### src/shared/core_clock_pkg.sv
// Constants and types shared by the core clock and slow idle logic.
package core_clock_pkg;

    // ------------------------------------------------------------
    // Divisor selection and counter layout
    // ------------------------------------------------------------
    localparam int SEL_W = 2;
    localparam int CNT_W = 7;
    localparam logic [1:0] SEL_DIV16 = 2'h0;
    localparam logic [1:0] SEL_DIV32 = 2'h1;
    localparam logic [1:0] SEL_DIV64 = 2'h2;
    localparam logic [1:0] SEL_DIV128 = 2'h3;
    localparam logic [6:0] LIMIT_DIV16 = 7'h0F;
    localparam logic [6:0] LIMIT_DIV32 = 7'h1F;
    localparam logic [6:0] LIMIT_DIV64 = 7'h3F;
    localparam logic [6:0] LIMIT_DIV128 = 7'h7F;
    localparam logic [6:0] CNT_RESET = 7'h00;
    localparam logic [6:0] CNT_ONE = 7'h01;

    // ------------------------------------------------------------
    // Idle state machine
    // ------------------------------------------------------------
    typedef enum logic [1:0]
    {
        ST_RUN = 2'h0,
        ST_IDLE = 2'h1,
        ST_SLOW = 2'h2
    } idle_state_e;

endpackage

### src/verilog/core_clock_and_slow_idle.sv
// Processor cycle tick generation with standard and slow idle states.
//
// Function
// - Each edge of the oscillator input yields one cycle: double its rate.
// - The cycle tick times everything; one instruction step per run cycle.
// - Cycle clock output pulses once per processor cycle while enabled.
// - A disable input turns the cycle clock output off.
// - Slow idle divisor is 16, 32, 64 or 128 and divides the cycle rate.
// - Slow idle keeps all logic but instruction steps running at the reduced rate.
// - Serial, output and timer ticks are reduced by the same divisor.
// - Idle without a divisor enters standard idle with no slowing.
// - Slow idle wakes on interrupt within the divisor's count of cycles.
// - Standard idle wakes within one cycle of an enabled interrupt.
`timescale 1ns/100ps
module core_clock_and_slow_idle
(
    input wire logic clk_i,                      // System clock, 200 MHz.
    input wire logic rst_b_i,                    // Async reset, active low.
    input wire logic osc_input_i,                // Sampled oscillator level.
    input wire logic cycle_clock_out_disable_i,  // High turns output off.
    input wire logic idle_req_i,                 // Idle instruction pulse.
    input wire logic idle_div_given_i,           // Idle carries a divisor.
    input wire logic [1:0] idle_div_sel_i,       // 16/32/64/128 code.
    input wire logic wake_irq_i,                 // Enabled interrupt level.
    output logic core_tick_o,                    // Core cycle tick pulse.
    output logic instr_step_o,                   // Instruction step pulse.
    output logic serial_tick_o,                  // Serial clock base tick.
    output logic timer_tick_o,                   // Timer base tick.
    output logic cycle_clock_output_o,           // Cycle clock output.
    output logic idle_o,                         // In standard idle.
    output logic slow_idle_o                     // In slow idle.
);

    core_clock_pkg::idle_state_e state_reg;
    core_clock_pkg::idle_state_e state_next;
    logic osc_prev_reg;
    logic osc_prev_next;
    logic [1:0] sel_reg;
    logic [1:0] sel_next;
    logic wake_pend_reg;
    logic wake_pend_next;
    logic raw_tick;
    logic div_tick;
    logic div_en;

    logic core_tick_reg;
    logic core_tick_next;
    logic instr_step_reg;
    logic instr_step_next;
    logic cycle_clock_reg;
    logic cycle_clock_next;
    logic idle_reg;
    logic idle_next;
    logic slow_reg;
    logic slow_next;

    // ------------------------------------------------------------
    // Cycle tick from both oscillator edges
    // ------------------------------------------------------------
    always_comb
    begin
        osc_prev_next = osc_input_i;
        raw_tick = osc_input_i ^ osc_prev_reg;
    end

    always_ff @(posedge clk_i or negedge rst_b_i)
    begin
        if (!rst_b_i)
        begin
            osc_prev_reg <= 1'b0;
        end
        else
        begin
            osc_prev_reg <= osc_prev_next;
        end
    end

    // ------------------------------------------------------------
    // Divider for slow idle
    // ------------------------------------------------------------
    assign div_en = (state_reg == core_clock_pkg::ST_SLOW);

    slow_idle_divider u_div
    (
        .clk_i(clk_i),
        .rst_b_i(rst_b_i),
        .tick_i(raw_tick),
        .enable_i(div_en),
        .sel_i(sel_reg),
        .tick_o(div_tick)
    );

    // ------------------------------------------------------------
    // Idle state machine
    // ------------------------------------------------------------
    always_comb
    begin
        state_next = state_reg;
        sel_next = sel_reg;
        wake_pend_next = wake_pend_reg;
        case (state_reg)
            core_clock_pkg::ST_RUN:
            begin
                wake_pend_next = 1'b0;
                if (idle_req_i)
                begin
                    if (idle_div_given_i)
                    begin
                        state_next = core_clock_pkg::ST_SLOW;
                        sel_next = idle_div_sel_i;
                    end
                    else
                    begin
                        state_next = core_clock_pkg::ST_IDLE;
                    end
                end
            end
            core_clock_pkg::ST_IDLE:
            begin
                if (wake_irq_i && raw_tick)
                begin
                    state_next = core_clock_pkg::ST_RUN;
                end
            end
            core_clock_pkg::ST_SLOW:
            begin
                // An interrupt is held until the next divided cycle.
                if ((wake_irq_i || wake_pend_reg) && div_tick)
                begin
                    state_next = core_clock_pkg::ST_RUN;
                    wake_pend_next = 1'b0;
                end
                else if (wake_irq_i)
                begin
                    wake_pend_next = 1'b1;
                end
            end
            default:
            begin
                state_next = core_clock_pkg::ST_RUN;
                wake_pend_next = 1'b0;
            end
        endcase
    end

    always_ff @(posedge clk_i or negedge rst_b_i)
    begin
        if (!rst_b_i)
        begin
            state_reg <= core_clock_pkg::ST_RUN;
            sel_reg <= core_clock_pkg::SEL_DIV16;
            wake_pend_reg <= 1'b0;
        end
        else
        begin
            state_reg <= state_next;
            sel_reg <= sel_next;
            wake_pend_reg <= wake_pend_next;
        end
    end

    // ------------------------------------------------------------
    // Registered tick and status outputs
    // ------------------------------------------------------------
    always_comb
    begin
        // Idle states keep ticking; only instruction steps stop.
        core_tick_next = div_tick;
        instr_step_next = div_tick && (state_reg == core_clock_pkg::ST_RUN);
        cycle_clock_next = div_tick && !cycle_clock_out_disable_i;
        idle_next = (state_next == core_clock_pkg::ST_IDLE);
        slow_next = (state_next == core_clock_pkg::ST_SLOW);
    end

    always_ff @(posedge clk_i or negedge rst_b_i)
    begin
        if (!rst_b_i)
        begin
            core_tick_reg <= 1'b0;
            instr_step_reg <= 1'b0;
            cycle_clock_reg <= 1'b0;
            idle_reg <= 1'b0;
            slow_reg <= 1'b0;
        end
        else
        begin
            core_tick_reg <= core_tick_next;
            instr_step_reg <= instr_step_next;
            cycle_clock_reg <= cycle_clock_next;
            idle_reg <= idle_next;
            slow_reg <= slow_next;
        end
    end

    assign core_tick_o = core_tick_reg;
    assign instr_step_o = instr_step_reg;
    // Serial and timer bases share the core tick so ratios never slip.
    assign serial_tick_o = core_tick_reg;
    assign timer_tick_o = core_tick_reg;
    assign cycle_clock_output_o = cycle_clock_reg;
    assign idle_o = idle_reg;
    assign slow_idle_o = slow_reg;
endmodule

### src/verilog/slow_idle_divider.sv
// Tick divider that passes one tick in every 16, 32, 64 or 128.
`timescale 1ns/100ps
module slow_idle_divider
(
    input wire logic clk_i,         // System clock.
    input wire logic rst_b_i,       // Asynchronous reset, active low.
    input wire logic tick_i,        // Undivided cycle tick.
    input wire logic enable_i,      // High while dividing.
    input wire logic [1:0] sel_i,   // Divisor code.
    output logic tick_o             // Divided tick, combinational.
);

    logic [6:0] cnt_reg;
    logic [6:0] cnt_next;
    logic [6:0] limit;

    // ------------------------------------------------------------
    // Divisor decode and counter
    // ------------------------------------------------------------
    always_comb
    begin
        case (sel_i)
            core_clock_pkg::SEL_DIV16: limit = core_clock_pkg::LIMIT_DIV16;
            core_clock_pkg::SEL_DIV32: limit = core_clock_pkg::LIMIT_DIV32;
            core_clock_pkg::SEL_DIV64: limit = core_clock_pkg::LIMIT_DIV64;
            core_clock_pkg::SEL_DIV128: limit = core_clock_pkg::LIMIT_DIV128;
            default: limit = core_clock_pkg::LIMIT_DIV16;
        endcase
    end

    always_comb
    begin
        cnt_next = cnt_reg;
        tick_o = 1'b0;
        if (!enable_i)
        begin
            // Leaving the divided mode restarts the count at once.
            cnt_next = core_clock_pkg::CNT_RESET;
            tick_o = tick_i;
        end
        else if (tick_i)
        begin
            if (cnt_reg == limit)
            begin
                cnt_next = core_clock_pkg::CNT_RESET;
                tick_o = 1'b1;
            end
            else
            begin
                cnt_next = cnt_reg + core_clock_pkg::CNT_ONE;
            end
        end
    end

    always_ff @(posedge clk_i or negedge rst_b_i)
    begin
        if (!rst_b_i)
        begin
            cnt_reg <= core_clock_pkg::CNT_RESET;
        end
        else
        begin
            cnt_reg <= cnt_next;
        end
    end
endmodule

### config.mk
export PLATFORM = sky130hd
export DESIGN_NAME = core_clock_and_slow_idle
export DESIGN_NICKNAME = d
export VERILOG_FILES = /design/src/shared/core_clock_pkg.sv /design/src/verilog/core_clock_and_slow_idle.sv /design/src/verilog/slow_idle_divider.sv
export SDC_FILE = /design/constraint.sdc
export NUM_CORES = 1
export LEC_CHECK = 0
export BUFFER_PORTS_ARGS = -buffer_cell sky130_fd_sc_hd__buf_2
export CORE_MARGIN = 3
export CORE_UTILIZATION = 52
export CTS_CLUSTER_SIZE = 25
export DETAILED_ROUTE_END_ITERATION = 8
export GPL_TIMING_DRIVEN = 0
export PLACE_DENSITY = 0.73
export SLEW_MARGIN = 40
export SYNTH_ARGS = -nofsm -noshare
export SYNTH_HDL_FRONTEND = slang
export SYNTH_HIERARCHICAL = 1
export SYNTH_SLANG_ARGS = --single-unit
### constraint.sdc
create_clock -name clk_i -period 2 [get_ports clk_i]
set_input_delay 0.2 -clock clk_i [delete_from_list [all_inputs] [get_ports clk_i]]
set_output_delay 0.2 -clock clk_i [all_outputs]
set_load 0.1 [all_outputs]
; ---- Word level (Yosys, flattened, before mapping)
; Cells that the tools add are included.
[totals]
mem_bits_rw = 0
out_inout_bits = 7
ff_bits = 18
latch_bits = 0
romBits = 0
input_bits = 9
mem_count = 0
[op_classes]
n_bitwise = 2
n_lt_le_gt_ge = 0
div = 0
shift = 0
addsub = 1
reduce_logical = 10
mul = 0
eq_ne = 10
mux = 15
[ops]
columns = cell, count
row1 = $pmux 7 s4, 1
row2 = $mux 7, 3
row3 = $eq 2x2->1 const B, 4
row4 = $mux 2, 4
row5 = $add 7x1->7 const B, 1
row6 = $eq 7x7->1, 1
row7 = $eq 2x1->1 const B, 3
row8 = $pmux 2 s3, 1
row9 = $mux 1, 5
row10 = $logic_and 1x1->1, 4
row11 = $logic_not 2->1, 2
row12 = $ne 3x3->1 const B, 1
row13 = $reduce_and 3->1, 1
row14 = $ne 2x2->1 const B, 1
row15 = $pmux 1 s2, 1
row16 = $reduce_and 2->1, 1
row17 = $logic_not 1->1, 1
row18 = $logic_or 1x1->1, 1
row19 = $not 1->1, 1
row20 = $xor 1x1->1, 1

; ---- Depth between registers and ports, before layout
[logic_depth]
depth_word = 10
mapped_depth = 7
mapped_depth_nobuf = 7

; ---- Hierarchy
; Netlist, hierarchy kept.
[modules_own_cells]
columns = module, cells_each, n_inst, area_per_inst_um2
row1 = core_clock_and_slow_idle, 33, 1, 442.9
row2 = slow_idle_divider, 43, 1, 421.7

; ---- Worst setup path after synthesis
; No wires, ideal clock.
[synth_path]
kind = flip-flop to flip-flop
from = reg u_div.cnt_reg[0]
to = reg wake_pend_reg
required_time_ps = 1880
period_less_slack_ps = 1681
path_stages_with_launch = 8
n_path_buf = 0
slack_ps = 319
arrival_time_ps = 1561
setup_ps = 120
path_cell_list = dfrtp_1 > ha_1 > nand3_1 > a311o_1 > o21ai_1 > and2_1 > inv_1 > a31o_1
[synth_via]
elab_chain_len = 7
elab_cells_between_ends = 9
[synth_rtl]
columns = item, line
row1 = "start, declared", slow_idle_divider.sv:13  ; logic [6:0] cnt_reg;
row2 = "start signal, assigned", slow_idle_divider.sv:59  ; cnt_reg <= core_clock_pkg::CNT_RESET;
row3 = "start signal, assigned", slow_idle_divider.sv:63  ; cnt_reg <= cnt_next;
row4 = $eq 7x7->1 (*), slow_idle_divider.sv:43  ; if (cnt_reg == limit)
row5 = $mux 1 (*), slow_idle_divider.sv:43
row6 = $mux 1 (*), slow_idle_divider.sv:41  ; else if (tick_i)
row7 = $mux 1 (*), slow_idle_divider.sv:35  ; if (!enable_i)
row8 = via core_tick_next, core_clock_and_slow_idle.sv:47  ; logic core_tick_next;
row9 = $logic_and 1x1->1 (*), core_clock_and_slow_idle.sv:128  ; if ((wake_irq_i || wake_pend_reg) && div_tick)
row10 = $mux 1 / $ne 3x3->1 (equally long branches), -
row11 = $pmux 1 s2 / $reduce_and 2->1 (equally long branches), -
row12 = "end signal, assigned", core_clock_and_slow_idle.sv:158  ; wake_pend_reg <= wake_pend_next;
row13 = "end, declared", core_clock_and_slow_idle.sv:40  ; logic wake_pend_reg;
; Mark *: on every way through the listed nets, which the timed path passes. The rest lies on a longest branch.
; A chain may end at the register's enable or synchronous reset.

; ---- Worst setup path after layout
; Ends and elaborated chain as after synthesis.

==> results.py <==
metrics = {
    "run_status": {
        "run_status": "completed",
    },
    "grt": {
        "grt_max_degree": 19,
        "grt_overflow_total": 0,
        "grt_use_total_pct": 16.0,
        "first_global_vias": 534,
        "grt_first_pass_wirelength_um": 2360,
        "grt_antenna_before_repair": 0,
    },
    "setup_path": {
        "worst-endpoint-arrival_ns": 2.06,
        "max_stage_delay_ns": 0.40,
        "critical_path_buf_inv_count": 1,
        "start_kind": "flip-flop",
        "cp_slowest_cell": "dfrtp_1",
        "crit_path_end_kind": "flip-flop",
        "timing.critical_path.required_ns": 2.19,
        "critical_path.reg2reg.endpoint": "wake_pend_reg",
        "crit_fanout": 4,
        "critical_path.cell_chain": "ha_1 -> nand3_1 -> a311o_1 -> o21ai_1 -> and2_4 -> inv_1 -> a31o_1",
        "reg2reg_depth": 7,
        "reg2reg_slack_ns": 0.14,
        "cpLargestDelayFamily": "compound AO/OA/AOI/OAI gates",
        "r2r-start": "u_div/cnt_reg[0]",
        "worstSetupPathType": "reg -> reg",
    },
    "synthesis": {
        "postSynth.topFlopCell": "dfrtp_1",
        "netlist-cell-type-count": 33,
        "async_flop_share_pct": 100,
        "ys_seq_elements": 18,
        "synthesis.yosys.warnings": 6,
        "syn_area_um2": 865,
        "synth_cells": 76,
        "ys_seq_area_share_pct": 52.1,
        "mean_instance_size_in_the_synthesized_netlist_um2": 11.4,
        "synth_enable_flop_cells": 0,
        "synth.net_count": 86,
    },
    "die": {
        "boundaryPins": 16,
        "initial_core_utilization_pct": 56.1,
        "die_area_um2": 2190,
        "row_cnt": 14,
        "die-width_um": 46.8,
        "design.core.area_um2": 1540,
        "die-height_um": 46.8,
    },
    "finish": {
        "layout.cells.non_filler": 112,
        "final_area_um2": 1010,
        "diodes": 0,
        "number_of_nets_in_the_final_layout": 107,
        "final_layout_size_suffix_gt1_share_pct": 31.3,
        "final_design_utilization_pct": 65.4,
        "synthToLayoutAreaGrowth_pct": 16.6,
        "largest_register_ffs": 7,
        "final.fill_count": 120,
    },
    "drt": {
        "met1_length_um": 707,
        "vias_per_cell": 5.48,
        "first_pass_iters": 4,
        "dr_total_vias": 614,
        "antenna_left": 0,
        "routed_wirelength_um": 1460,
        "topRoutingLayerUsed": "met4",
        "route.met3.wl_um": 88,
        "detailroute.wirelength.met2_um": 634,
        "dr.first_iter.drc_count": 13,
        "post_drt_wl_per_cell_um": 13.0,
        "route.detailed.drc": 0,
    },
    "sta": {
        "maxClockFrequency_mhz": 537,
        "setup_repair_after_global_routing_missed_its_margin": "false",
        "finalSetupViolations": 0,
        "finalCriticalPeriod_ns": 1.86,
        "max_slew.worst_pin.slew_ns": 0.597,
        "maxSlewViolCount": 0,
        "maxSlewHeadroom_pct": 60.1,
        "timing.final.crit_share_pct": 93.1,
        "finalSetupTns_ns": 0,
        "clock_skew_ns": 0.00285,
        "timing_hold_violations_final": 0,
    },
    "clocking": {
        "tritoncts": "done",
        "worst_skew_pair_later_pin_latency_ns": 0.29,
        "cts_num_sinks": 18,
        "clock-root-buffer": "clkbuf_4",
        "clk_pin_slew_worst_paths_ns": 0.10,
        "cts_buf_count": 3,
        "clockBufferDepth": 2,
        "cts_htree_levels": 1,
    },
    "job": {
        "cap_viol_max_count": 0,
    },
    "pwr": {
        "leakage_nw": 0.477,
        "power_density_nw_per_um2": 1490,
        "total_power_mw": 1.50,
        "peakVddDrop_v": 0.000966,
    },
    "hold_path": {
        "min_from": "osc_input_i",
        "min_path_type": "in -> reg",
        "worstHoldEndpoint": "osc_prev_reg",
        "hold_depth": 1,
    },
    "placement": {
        "placement.io_buffers": 15,
        "placed_area_um2": 960,
        "dpl.hpwl_um": 1040,
        "gp_congestion": 0.774,
        "number_of_cells_after_detailed_placement": 107,
    },
}
## Yosys cell counts (2+ instances only)
| cell | n | area, um2 |
|---|---|---|
| a221oi_1 | 2 | 17.5 |
| nor2_1 | 6 | 22.5 |
| a311oi_1 | 2 | 17.5 |
| mux2_1 | 2 | 22.5 |
| xor2_1 | 4 | 35.0 |
| nand2_1 | 4 | 15.0 |
| nor2b_1 | 2 | 12.5 |
| nand2b_1 | 2 | 12.5 |
| nor3_1 | 3 | 15.0 |
| xnor2_1 | 4 | 35.0 |
| buf_4 | 2 | 15.0 |
| dfrtp_1 | 18 | 450 |
| inv_1 | 4 | 15.0 |
| and2_1 | 2 | 12.5 |
## per-stage QoR
| step | worst slack, ns | hold WS, ns |
|---|---|---|
| 2_1_floorplan | 0.319 | -0.0956 |
| 3_3_place_gp | 0.155 | 0.146 |
| 3_5_place_dp | 0.145 | 0.151 |
| 4_1_cts | 0.123 | 0.0125 |
| 5_1_grt | 0.0507 | 0.00576 |
| 6_report | 0.138 | 0.0256 |
## kinds of logic after synthesis
logic type	count (synthesis)	share of synthesized area (%)
flops	18	52.1
xor+xnor	8	8.10
mux	3	3.76
buf+inv	7	4.05
simple gates	27	17.7
fa+ha+maj	1	1.45
compound gates	12	12.9
## layout by cell type (no fill, tap or decap), types with 2 or more instances in the layout
master,instances
dfrtp_1,18
buf_2,16
nor2_1,6
xor2_1,4
inv_1,4
xnor2_1,4
nand2_1,4
nor3_1,3
clkbuf_4,3
a311oi_1,2
nand2b_1,2
a221oi_1,2
mux2_1,2
buf_4,2
nor2b_1,2
## worst max-delay path by stage
| stage | startpoint | to | depth (start not counted) |
|---|---|---|---|
| detailed placement | u_div/cnt_reg[0] | wake_pend_reg | 7 |
| global placement | u_div/cnt_reg[0] | wake_pend_reg | 7 |
| finish | u_div/cnt_reg[0] | wake_pend_reg | 7 |
| global route | u_div/cnt_reg[0] | wake_pend_reg | 7 |
| CTS | u_div/cnt_reg[0] | wake_pend_reg | 7 |
| floorplan | u_div/cnt_reg[0] | wake_pend_reg | 7 |
## power breakdown
group,internal (mW),switching [mW]
Sequential,0.455,0.0700
Combinational,0.193,0.559
Clock,0.111,0.114
## repair_timing
item	in CTS	in global routing
hold buffers	1	0
endpoints found under the hold margin	18	0
gates resized for setup	0	1
buffers inserted	0	0
setup endpoints to repair	0	1
## routing by layer
layer,GRT usage [%],vias to the layer above
met3,4.60,4
met5,0,-
li1,-,305
met2,21.7,20
met1,21.6,285
met4,11.6,0
## cell type report
| class | instances | area [um2] | share of cell area [%] |
|---|---|---|---|
| buffer | 3 | 20.0 | 1.99 |
| tap | 16 | 20.0 | 1.99 |
| sequential | 18 | 450 | 44.7 |
| timing repair buffer | 16 | 85.1 | 8.44 |
| multi-input combinational | 51 | 382 | 37.8 |
| clock buffer | 4 | 36.3 | 3.60 |
| inverter | 4 | 15.0 | 1.49 |
Power figures use the tool's default switching activity.
